### config.mk
export PLATFORM = sky130hd
export DESIGN_NAME = scseq_top
export DESIGN_NICKNAME = d
export VERILOG_FILES = /design/src/pkg/scseq_pkg.sv /design/src/hw/scseq_top.sv
export SDC_FILE = /design/constraint.sdc
export NUM_CORES = 1
export LEC_CHECK = 0
export ABC_AREA = 0
export ABC_CLOCK_PERIOD_IN_PS = 3400
export BUFFER_PORTS_ARGS = -buffer_cell sky130_fd_sc_hd__buf_2
export CORE_MARGIN = 2
export CORE_UTILIZATION = 55
export DETAILED_ROUTE_END_ITERATION = 12
export PLACE_DENSITY_LB_ADDON = 0.3
export SYNTH_ARGS = -nofsm -noshare
export SYNTH_HDL_FRONTEND = slang
export SYNTH_SLANG_ARGS = --single-unit
### constraint.sdc
create_clock -name aclk -period 3.4 [get_ports aclk]
set_input_delay 0.34 -clock aclk [delete_from_list [all_inputs] [get_ports aclk]]
set_output_delay 0.34 -clock aclk [all_outputs]
set_load 0.02 [all_outputs]
### src/pkg/scseq_pkg.sv
// constants and carrier types for the self-calibration sequencer
package scseq_pkg;
   // axi4-lite register offsets
   localparam logic [7:0] SCSEQ_CTRL_OFS   = 8'h00; // mode, trim skip, range
   localparam logic [7:0] SCSEQ_STATUS_OFS = 8'h04; // state readback
   // control field positions
   localparam int SCSEQ_EXT_BIT  = 0;
   localparam int SCSEQ_SKIP_BIT = 1;
   localparam int SCSEQ_FSR_LSB  = 8;
   localparam int SCSEQ_FSR_W    = 10;
   // range codes in millivolt peak-to-peak
   localparam logic [9:0] SCSEQ_FSR_LOW_MV  = 10'h28A; // 650
   localparam logic [9:0] SCSEQ_FSR_HIGH_MV = 10'h366; // 870
   localparam logic [9:0] SCSEQ_FSR_MIN_MV  = 10'h230; // 560
   localparam logic [9:0] SCSEQ_FSR_MAX_MV  = 10'h348; // 840
   localparam logic [9:0] SCSEQ_FSR_RST_MV  = 10'h2BC; // 700
   // trigger qualification count
   localparam int SCSEQ_TRIG_CYCLES = 80;
   // axi responses
   localparam logic [1:0] SCSEQ_RESP_OKAY   = 2'h0;
   localparam logic [1:0] SCSEQ_RESP_SLVERR = 2'h2;
   typedef enum logic [2:0] {
      SCSEQ_ST_DELAY, SCSEQ_ST_IDLE, SCSEQ_ST_ARM, SCSEQ_ST_CORE,
      SCSEQ_ST_TRIM, SCSEQ_ST_PDN
   } scseq_state_e;
   // calibration flags carried together
   typedef struct packed {
      logic active;
      logic trim;
      logic analog_off;
   } scseq_cal_s;
endpackage

### src/hw/scseq_top.sv
// self-calibration sequencer with axi4-lite control registers
//
// Decided for this implementation: register access over AXI4-Lite and the register addresses.
`timescale 1ns/1ns
module scseq_top #(
   parameter int LONG_DELAY  = 16777216, // long power-on delay in cycles
   parameter int SHORT_DELAY = 65536,    // short power-on delay in cycles
   parameter int CORE_CYCLES = 1024,     // core calibration length
   parameter int TRIM_CYCLES = 256       // termination trim length
) (
   input  wire logic        aclk,
   input  wire logic        aresetn,
   input  wire logic [7:0]  s_axi_awaddr,
   input  wire logic        s_axi_awvalid,
   output logic             s_axi_awready,
   input  wire logic [31:0] s_axi_wdata,
   input  wire logic [3:0]  s_axi_wstrb,
   input  wire logic        s_axi_wvalid,
   output logic             s_axi_wready,
   output logic [1:0]       s_axi_bresp,
   output logic             s_axi_bvalid,
   input  wire logic        s_axi_bready,
   input  wire logic [7:0]  s_axi_araddr,
   input  wire logic        s_axi_arvalid,
   output logic             s_axi_arready,
   output logic [31:0]      s_axi_rdata,
   output logic [1:0]       s_axi_rresp,
   output logic             s_axi_rvalid,
   input  wire logic        s_axi_rready,
   input  wire logic        cal_trigger,           // on-command trigger pin
   input  wire logic        power_down_pin,        // power-down request pin
   input  wire logic        power_on_delay_select, // high picks long delay in normal mode
   input  wire logic        full_scale_select,     // high picks wide range in normal mode
   output logic             calibration_active,    // high while calibrating
   output logic             term_trim_active,      // termination trim phase
   output logic             analog_power_off,      // analog held down
   output logic             output_data_clock_en,  // output data clock gate
   output logic [9:0]       full_scale_mv          // applied range
);
   //------------------------------------------------------------
   // pin synchronisers
   //------------------------------------------------------------
   logic [2:0] trig_sync_reg;  // three stage trigger chain
   logic [2:0] pd_sync_reg;    // three stage power-down chain
   logic [2:0] fss_sync_reg;   // three stage range select chain
   logic [2:0] dsel_sync_reg;  // three stage delay select chain
   logic       trig_reg;       // filtered trigger level
   logic       pd_reg;         // filtered power-down level
   logic       fss_reg;        // filtered range select level
   logic       dsel_reg;       // filtered delay select level
   // filtered level follows stage three once stage two agrees
   function automatic logic scseq_settle(input logic [2:0] chain, input logic level);
      return (chain[1] == chain[2]) ? chain[2] : level;
   endfunction
   // chains run through reset, so pin levels are valid at release
   always_ff @(posedge aclk)
   begin
      trig_sync_reg <= {trig_sync_reg[1:0], cal_trigger};
      pd_sync_reg   <= {pd_sync_reg[1:0], power_down_pin};
      fss_sync_reg  <= {fss_sync_reg[1:0], full_scale_select};
      dsel_sync_reg <= {dsel_sync_reg[1:0], power_on_delay_select};
   end
   // change accepted once stages two and three agree
   always_ff @(posedge aclk)
   begin
      if (!aresetn)
      begin
         trig_reg <= 1'b0;
         pd_reg   <= 1'b0;
         fss_reg  <= 1'b0;
         dsel_reg <= 1'b0;
      end
      else
      begin
         trig_reg <= scseq_settle(trig_sync_reg, trig_reg);
         pd_reg   <= scseq_settle(pd_sync_reg, pd_reg);
         fss_reg  <= scseq_settle(fss_sync_reg, fss_reg);
         dsel_reg <= scseq_settle(dsel_sync_reg, dsel_reg);
      end
   end

   //------------------------------------------------------------
   // register file
   //------------------------------------------------------------
   logic       ext_mode_reg;   // extended control mode
   logic       skip_trim_reg;  // omit termination trim on command in extended mode
   logic [9:0] fsr_prog_reg;   // programmed range, millivolts
   logic       aw_held_reg;    // write address captured
   logic       w_held_reg;     // write data captured
   logic [7:0] awaddr_reg;     // captured write address
   logic [31:0] wdata_reg;     // captured write data
   logic [3:0] wstrb_reg;      // captured strobes
   scseq_pkg::scseq_state_e state_reg;
   logic        strap_done_reg;
   logic        boot_trig_reg;

   function automatic logic [9:0] scseq_clamp(input logic [9:0] v);
      if (v < scseq_pkg::SCSEQ_FSR_MIN_MV)
         return scseq_pkg::SCSEQ_FSR_MIN_MV;
      if (v > scseq_pkg::SCSEQ_FSR_MAX_MV)
         return scseq_pkg::SCSEQ_FSR_MAX_MV;
      return v;
   endfunction

   // write channel: address and data in either order
   always_ff @(posedge aclk)
   begin
      if (!aresetn)
      begin
         aw_held_reg   <= 1'b0;
         w_held_reg    <= 1'b0;
         awaddr_reg    <= 8'h00;
         wdata_reg     <= 32'h0000_0000;
         wstrb_reg     <= 4'h0;
         s_axi_bvalid  <= 1'b0;
         s_axi_bresp   <= scseq_pkg::SCSEQ_RESP_OKAY;
         ext_mode_reg  <= 1'b0;
         skip_trim_reg <= 1'b0;
         fsr_prog_reg  <= scseq_pkg::SCSEQ_FSR_RST_MV;
      end
      else
      begin
         if (s_axi_awvalid && s_axi_awready)
         begin
            aw_held_reg <= 1'b1;
            awaddr_reg  <= s_axi_awaddr;
         end
         if (s_axi_wvalid && s_axi_wready)
         begin
            w_held_reg <= 1'b1;
            wdata_reg  <= s_axi_wdata;
            wstrb_reg  <= s_axi_wstrb;
         end
         // both halves present: commit and answer
         if (aw_held_reg && w_held_reg && !s_axi_bvalid)
         begin
            aw_held_reg  <= 1'b0;
            w_held_reg   <= 1'b0;
            s_axi_bvalid <= 1'b1;
            if (awaddr_reg == scseq_pkg::SCSEQ_CTRL_OFS)
            begin
               s_axi_bresp <= scseq_pkg::SCSEQ_RESP_OKAY;
               if (wstrb_reg[0])
               begin
                  ext_mode_reg  <= wdata_reg[scseq_pkg::SCSEQ_EXT_BIT];
                  skip_trim_reg <= wdata_reg[scseq_pkg::SCSEQ_SKIP_BIT];
               end
               if (wstrb_reg[1])
                  fsr_prog_reg <= scseq_clamp(
                     wdata_reg[scseq_pkg::SCSEQ_FSR_LSB +: scseq_pkg::SCSEQ_FSR_W]);
            end
            else if (awaddr_reg == scseq_pkg::SCSEQ_STATUS_OFS)
               s_axi_bresp <= scseq_pkg::SCSEQ_RESP_OKAY;
            else
               s_axi_bresp <= scseq_pkg::SCSEQ_RESP_SLVERR;
         end
         else if (s_axi_bvalid && s_axi_bready)
            s_axi_bvalid <= 1'b0;
      end
   end

   // ready while each half is empty
   always_ff @(posedge aclk)
   begin
      if (!aresetn)
      begin
         s_axi_awready <= 1'b0;
         s_axi_wready  <= 1'b0;
      end
      else
      begin
         s_axi_awready <= !aw_held_reg && !(s_axi_awvalid && s_axi_awready) && !s_axi_bvalid;
         s_axi_wready  <= !w_held_reg && !(s_axi_wvalid && s_axi_wready) && !s_axi_bvalid;
      end
   end

   // read channel, one cycle after address
   always_ff @(posedge aclk)
   begin
      if (!aresetn)
      begin
         s_axi_arready <= 1'b0;
         s_axi_rvalid  <= 1'b0;
         s_axi_rdata   <= 32'h0000_0000;
         s_axi_rresp   <= scseq_pkg::SCSEQ_RESP_OKAY;
      end
      else
      begin
         s_axi_arready <= !s_axi_rvalid && !(s_axi_arvalid && s_axi_arready);
         if (s_axi_arvalid && s_axi_arready)
         begin
            s_axi_rvalid <= 1'b1;
            s_axi_rresp  <= scseq_pkg::SCSEQ_RESP_OKAY;
            s_axi_rdata  <= 32'h0000_0000;
            if (s_axi_araddr == scseq_pkg::SCSEQ_CTRL_OFS)
            begin
               s_axi_rdata[scseq_pkg::SCSEQ_EXT_BIT]  <= ext_mode_reg;
               s_axi_rdata[scseq_pkg::SCSEQ_SKIP_BIT] <= skip_trim_reg;
               s_axi_rdata[scseq_pkg::SCSEQ_FSR_LSB +: scseq_pkg::SCSEQ_FSR_W] <= fsr_prog_reg;
            end
            else if (s_axi_araddr == scseq_pkg::SCSEQ_STATUS_OFS)
               s_axi_rdata <= {27'h0, pd_reg, calibration_active, state_reg};
            else
               s_axi_rresp <= scseq_pkg::SCSEQ_RESP_SLVERR;
         end
         else if (s_axi_rvalid && s_axi_rready)
            s_axi_rvalid <= 1'b0;
      end
   end

   //------------------------------------------------------------
   // trigger qualifier
   //------------------------------------------------------------
   logic [7:0] low_cnt_reg;   // cycles trigger seen low
   logic [7:0] high_cnt_reg;  // cycles high after qualified low
   logic       low_ok_reg;    // low period long enough
   logic       cmd_go;        // qualified request
   assign cmd_go = low_ok_reg && trig_reg
                   && (high_cnt_reg == 8'(scseq_pkg::SCSEQ_TRIG_CYCLES - 1));
   always_ff @(posedge aclk)
   begin
      if (!aresetn)
      begin
         low_cnt_reg  <= 8'h00;
         high_cnt_reg <= 8'h00;
         low_ok_reg   <= 1'b0;
      end
      else if (pd_reg || calibration_active)
      begin
         // trigger activity discarded while powered down or calibrating
         low_cnt_reg  <= 8'h00;
         high_cnt_reg <= 8'h00;
         low_ok_reg   <= 1'b0;
      end
      else if (!trig_reg)
      begin
         high_cnt_reg <= 8'h00;
         // the 80th low sample qualifies, so exactly 80 cycles suffice
         if (low_cnt_reg != 8'(scseq_pkg::SCSEQ_TRIG_CYCLES - 1))
            low_cnt_reg <= low_cnt_reg + 8'h01;
         else
            low_ok_reg <= 1'b1;
      end
      else
      begin
         low_cnt_reg <= 8'h00;
         if (!low_ok_reg)
            high_cnt_reg <= 8'h00;                         // short pulse ignored
         else if (cmd_go)
         begin
            low_ok_reg   <= 1'b0;
            high_cnt_reg <= 8'h00;
         end
         else
            high_cnt_reg <= high_cnt_reg + 8'h01;
      end
   end

   //------------------------------------------------------------
   // calibration sequencer
   //------------------------------------------------------------
   logic [31:0] cnt_reg;       // delay and phase counter
   logic        with_trim_reg; // current run includes trim
   logic [31:0] delay_len;
   // long only in normal mode with select high
   assign delay_len = (dsel_reg && !ext_mode_reg) ?
                      32'(LONG_DELAY) : 32'(SHORT_DELAY);
   // every step counts aclk edges, so a late clock only shifts it
   always_ff @(posedge aclk)
   begin
      if (!aresetn)
      begin
         state_reg      <= scseq_pkg::SCSEQ_ST_DELAY;
         cnt_reg        <= 32'h0000_0000;
         with_trim_reg  <= 1'b1;
         strap_done_reg <= 1'b0;
         boot_trig_reg  <= 1'b0;
      end
      else
      begin
         strap_done_reg <= 1'b1;
         unique case (state_reg)
            scseq_pkg::SCSEQ_ST_DELAY:
            begin
               // trigger high at power-up skips this run
               if (!strap_done_reg)
                  boot_trig_reg <= trig_sync_reg[2];
               if (strap_done_reg && boot_trig_reg)
                  state_reg <= scseq_pkg::SCSEQ_ST_IDLE;
               else if (pd_reg || !strap_done_reg)
                  cnt_reg <= cnt_reg;                      // also until pins settle
               else if (cnt_reg >= delay_len - 32'h1)
               begin
                  cnt_reg       <= 32'h0000_0000;
                  with_trim_reg <= 1'b1;
                  state_reg     <= scseq_pkg::SCSEQ_ST_CORE;
               end
               else
                  cnt_reg <= cnt_reg + 32'h1;
            end
            scseq_pkg::SCSEQ_ST_IDLE, scseq_pkg::SCSEQ_ST_ARM:
            begin
               if (pd_reg)
                  state_reg <= scseq_pkg::SCSEQ_ST_PDN;
               else if (cmd_go)
               begin
                  cnt_reg       <= 32'h0000_0000;
                  with_trim_reg <= !(ext_mode_reg && skip_trim_reg);
                  state_reg     <= scseq_pkg::SCSEQ_ST_CORE;
               end
            end
            scseq_pkg::SCSEQ_ST_CORE:
            begin
               // power-down waits for the run to end
               if (cnt_reg == 32'(CORE_CYCLES - 1))
               begin
                  cnt_reg   <= 32'h0000_0000;
                  state_reg <= with_trim_reg ? scseq_pkg::SCSEQ_ST_TRIM
                                             : scseq_pkg::SCSEQ_ST_IDLE;
               end
               else
                  cnt_reg <= cnt_reg + 32'h1;
            end
            scseq_pkg::SCSEQ_ST_TRIM:
            begin
               if (cnt_reg == 32'(TRIM_CYCLES - 1))
               begin
                  cnt_reg   <= 32'h0000_0000;
                  state_reg <= scseq_pkg::SCSEQ_ST_IDLE;
               end
               else
                  cnt_reg <= cnt_reg + 32'h1;
            end
            scseq_pkg::SCSEQ_ST_PDN:
            begin
               if (!pd_reg)
                  state_reg <= scseq_pkg::SCSEQ_ST_IDLE;
            end
            default:
               state_reg <= scseq_pkg::SCSEQ_ST_IDLE;
         endcase
      end
   end

   //------------------------------------------------------------
   // registered outputs
   //------------------------------------------------------------
   scseq_pkg::scseq_cal_s cal_next;
   always_comb
   begin
      cal_next.active     = (state_reg == scseq_pkg::SCSEQ_ST_CORE)
                            || (state_reg == scseq_pkg::SCSEQ_ST_TRIM);
      cal_next.trim       = (state_reg == scseq_pkg::SCSEQ_ST_TRIM);
      // held down until clocked reset has run, and again while in power-down
      cal_next.analog_off = !strap_done_reg || (state_reg == scseq_pkg::SCSEQ_ST_PDN);
   end
   always_ff @(posedge aclk)
   begin
      if (!aresetn)
      begin
         calibration_active   <= 1'b0;
         term_trim_active     <= 1'b0;
         analog_power_off     <= 1'b1;
         output_data_clock_en <= 1'b0;
         full_scale_mv        <= scseq_pkg::SCSEQ_FSR_LOW_MV;
      end
      else
      begin
         calibration_active   <= cal_next.active;
         term_trim_active     <= cal_next.trim;
         analog_power_off     <= cal_next.analog_off;
         output_data_clock_en <= !cal_next.trim && !cal_next.analog_off;
         // pin picks range in normal mode
         full_scale_mv <= ext_mode_reg ? fsr_prog_reg :
                          (fss_reg ? scseq_pkg::SCSEQ_FSR_HIGH_MV
                                             : scseq_pkg::SCSEQ_FSR_LOW_MV);
      end
   end
endmodule

# [After elaboration in Yosys (flattened, before gate mapping)]
# Index checks and enable logic that the tools add are counted.
[totals] elab_cells=187 reg_bits=168 output_inout_bits=55
[classes] reduce_logical=52 n_mux=60 bitwise_logic=4 addsub=4 n_eq_ne=27 order_cmp=3
[ops] operator="$mux W32" n=7
[ops] operator="$pmux W32 S4" n=1
[ops] operator="$mux W10" n=6
[ops] operator="$add A32 B1 Y32 const B" n=1
[ops] operator="$eq A32 B10 Y1 const B" n=1
[ops] operator="$eq A32 B8 Y1 const B" n=1
[ops] operator="$ge A32 B32 Y1" n=1
[ops] operator="$mux W3" n=9
[ops] operator="$sub A25 B1 Y26 const B" n=1
[ops] operator="$mux W1" n=25
[ops] operator="$mux W25" n=1
[ops] operator="$logic_and A1 B1 Y1" n=18
[ops] operator="$add A8 B1 Y8 const B" n=2
[ops] operator="$eq A8 B3 Y1 const B" n=2
[ops] operator="$logic_not A8 Y1" n=2
[ops] operator="$ne A2 B2 Y1 const B" n=8
[ops] operator="$pmux W3 S5" n=1
[ops] operator="$mux W14" n=1
[ops] operator="$logic_not A1 Y1" n=12
[ops] operator="$reduce_and A6 Y1" n=2
[ops] operator="$gt A10 B10 Y1 const B" n=1
[ops] operator="$lt A10 B10 Y1 const B" n=1
[ops] operator="$mux W2" n=5
[ops] operator="$mux W9" n=1
[ops] operator="other kinds (22)" n=40

# [Logic depth before layout (Yosys ltp)]
[logic_depth] ltp_word=13 depth_mapped=11

# [Worst setup path before layout]
# OpenSTA, ideal clock, no wires.
[synth_timing] kind="flip-flop to flip-flop" from="reg ext_mode_reg" to="reg with_trim_reg" path_stages_with_launch=11 setup_ns=0.121 synth_period_minus_slack_ns=2.958 path_buffers=1 arrival_ns=2.838 path_slack_ns=0.442 cell_sequence="dfxtp_1 clkbuf_1 inv_1 nand2_1 ha_1 a21o_1 a21o_1 a32o_1 a2111oi_0 a31o_2 mux2_2"
[synth_via] elab_chain_len=7 word_cells_on_any_way=12
[synth_lines] item="from (decl)" line_no="scseq_top.sv:85" text="logic ext_mode_reg;"
[synth_lines] item="from (signal assigned)" line_no="scseq_top.sv:145" text="ext_mode_reg <= wdata_reg[scseq_pkg::SCSEQ_EXT_BIT];"
[synth_lines] item="$logic_not A1 Y1" line_no="scseq_top.sv:266" text="assign delay_len = (dsel_reg && !ext_mode_reg) ?"
[synth_lines] item="$logic_and A1 B1 Y1" line_no="scseq_top.sv:266"
[synth_lines] item="$mux W25" line_no="scseq_top.sv:266"
[synth_lines] item="$sub A25 B1 Y26" line_no="scseq_top.sv:292" text="else if (cnt_reg >= delay_len - 32'h1)"
[synth_lines] item="$ge A32 B32 Y1" line_no="scseq_top.sv:292"
[synth_lines] item="$ne A2 B2 Y1 (no source line)"
[synth_lines] item="$reduce_and A6 Y1 (no source line)"
[synth_lines] item="to (signal assigned)" line_no="scseq_top.sv:308" text="with_trim_reg <= !(ext_mode_reg && skip_trim_reg);"
[synth_lines] item="to (decl)" line_no="scseq_top.sv:263" text="logic with_trim_reg;"
# Parallel ways exist; a longest one is shown, timed or not. The select of a mux whose other input is x is not followed.
# A chain may end at the register's enable or synchronous reset.

# [Worst setup path after layout]
# Ends and elaborated chain as after synthesis.

==> metrics.md <==
| Metric | Value |
|---|---|
| Power Dens Cells | `593 nW/um^2` |
| Fmax | `0.342 GHz` |
| Worst setup EP type | `flip-flop` |
| Status | `finished clean` |
| Placed insts | `853` |
| Synth Register Bits | `143` |
| Final Skew | `0.00603 ns` |
| Die area | `11500 sq um` |
| IO Count | `118` |
| Global-route wire length before repair | `20200 um` |
| Leakage power | `2.82 nW` |
| Post-DP Area | `6300 sq um` |
| Largest net degree at the start of global routing | `52` |
| Critical path peak fanout | `8` |
| Final instance area | `6870 sq um` |
| Post-CTS Setup Inserts | `0` |
| Most frequent cells in the layout | `dfxtp_1, nand2_1, buf_2` |
| Pwr Total | `0.00407 W` |
| Number of flops mapped to enable cells by yosys | `0` |
| Unique cell type count in the Yosys netlist | `59` |
| Worst setup path class | `flip-flop to flip-flop` |
| Hold WC Path Type | `primary input to flip-flop` |
| Vias per cell | `5.41` |
| Commonest non-fill, non-tap cell in the layout | `dfxtp_1` |
| Sequential cell area | `2860 sq um` |
| Setup TNS | `0 ns` |
| Post-Layout Cell Count | `889` |
| Initial antenna violation count | `0` |
| RePlAce Congestion | `0.882` |
| CP arrival | `3.34 ns` |
| CTS tree | `built` |
| Flip-flop count of the largest register after layout | `32` |
| Die width | `107 um` |
| CP startpoint kind | `flip-flop` |
| Core area | `10400 sq um` |
| Fin crit period | `2.92 ns` |
| DRT Pass-1 Iters | `6` |
| Port bufs | `76` |
| Post-synth top flop | `dfxtp_1` |
| Multi-input gate area | `2780 sq um` |
| Syn Inst Count | `659` |
| Cell Area, Synth | `5870 sq um` |
| Via count | `4812` |
| DR DRC count | `0` |
| Max-capacitance violation count | `0` |
| Final net count | `814` |
| Initial drt markers | `292` |
| GR Util All Layers | `21.7%` |
| Clock sinks | `143` |
| Crit share post-route | `85.9%` |
| Avg WL per Cell | `13.5 um` |
| Asr flop ratio synth | `0%` |
| Max_slew headroom | `33.0%` |
| Vias in the first global route | `4557` |
| Inserted Clock Buffers | `17` |
| VDD IR max | `0.319 mV` |
| Area growth syn-to-layout | `16.9%` |
| Clk slew on worst S/H paths | `0.06 ns` |
| RSZ-0062 raised after global routing | `no` |
| Final Max Tran Viols | `0` |
| Hpwl dp | `8210 um` |
| DRT antenna net count | `0` |
| Total wire length | `12000 um` |
| Avg Inst Size Synth | `8.91 sq um` |
| Maximum clock insertion buffer count | `2` |
| FILL cells | `854` |
| Syn. warnings | `0` |
| Worst skew pair latency | `0.53 ns` |
| WHS | `0.0450 ns` |
| H-tree levels | `4` |
| Req. time, crit path | `3.82 ns` |
| Layout cell share with drive strength beyond 1 | `17.1%` |
| Initial Utilization | `56.6%` |
| Height of the die | `107 um` |
| Register area share after synthesis | `48.7%` |
| Slew @ Worst Pin | `0.995 ns` |
| Final Hold Viols | `0` |
| Antenna diode count | `0` |
| GR Overflow Total | `0` |
| CTS Root Buffer Type | `clkbuf_8` |
| FP Rows | `37` |
| Final setup vio count | `0` |
## report_power, final
group | switching [W] | internal, W
clock | 0.000710 | 0.000933
sequential | 0.0000853 | 0.00175
combinational | 0.000387 | 0.000210
## metal layers
layer,share of wire (%),wire length (um),GRT usage (%),vias up
li1,-,-,-,2416
met5,0,0,0,-
met2,47,5690,35.5,159
met4,2.1,246,9.52,0
met3,5.8,698,5.39,31
met1,45,5370,27.2,2206
## path summary, 6_finish.rpt
kind                             startpoint                          to  slack (ns)  depth (start not counted)
hold reg to reg    dsel_sync_reg[0]$_DFF_P_    dsel_sync_reg[1]$_DFF_P_        0.33                          0
hold / removal              s_axi_wdata[16]  wdata_reg[16]$_SDFFE_PN0P_        0.05                          3
setup reg to reg  ext_mode_reg$_SDFFE_PN0P_  with_trim_reg$_SDFFE_PN1P_        0.48                         10
setup / recovery  ext_mode_reg$_SDFFE_PN0P_  with_trim_reg$_SDFFE_PN1P_        0.48                         10
## cell usage after synthesis, types with 5 or more instances
| library cell | n | area (sq um) |
|---|---|---|
| xnor2_1 | 7 | 61.3 |
| clkbuf_1 | 18 | 67.6 |
| nor2_1 | 71 | 267 |
| or3_1 | 6 | 37.5 |
| buf_4 | 22 | 165 |
| and4_1 | 6 | 52.6 |
| nand2b_1 | 10 | 62.6 |
| inv_1 | 11 | 41.3 |
| xor2_1 | 36 | 315 |
| and3_1 | 10 | 62.6 |
| a22o_1 | 13 | 114 |
| mux2i_1 | 5 | 50.1 |
| o21ai_0 | 18 | 90.1 |
| ha_1 | 11 | 138 |
| nand3_1 | 17 | 85.1 |
| nor3_1 | 8 | 40.0 |
| nand4_1 | 22 | 138 |
| dfxtp_1 | 143 | 2860 |
| nand2_1 | 93 | 349 |
| a21oi_1 | 58 | 290 |
| nor4_1 | 9 | 56.3 |
## kinds of logic (layout without fill, tap and decap cells)
group           count (synthesis)  count (layout)  synth area share (%)
compound gates                118             118                  12.9
xor+xnor                       43              43                  6.41
fa+ha+maj                      11              11                  2.34
buf+inv                        55             131                  5.07
flops                         143             143                  48.7
mux                             6               6                  1.04
other cells                     1              19                0.0638
simple gates                  282             282                  23.4
## area by class of cell
class                   instances  area share (%)
flip-flops and latches        143            41.7
multi-input cells             479            40.5
repair buffers                 88            7.00
clock buffers                  19            6.43
well taps                     136            2.48
clock inverters                13            1.31
inverters                      11           0.601
## worst max-delay path, stage by stage, from the launching register on
cell and delay, ns:
dfxtp_1 0.30, inv_1 0.17, nand2_1 0.25, ha_1 0.36
a21o_1 0.17, a21o_1 0.19, a32o_1 0.20, a2111oi_0 0.48
buf_4 0.22, a31o_2 0.15, mux2_2 0.32
## through the flow
step                utilization (%)  setup WS [ns]
finish                         66.2          0.480
CTS                            66.2          0.497
global placement               60.7          0.608
global route                   66.2          0.344
floorplan                         -          0.442
detailed placement             60.7          0.523
## timing repair
item / 4_1_cts / 5_1_grt
endpoints found under the setup margin: 0 / 0
endpoints found under the hold margin: 4 / 0
resized for setup: 0 / 0
hold buffers: 4 / 0
Power figures use the tool's default switching activity.
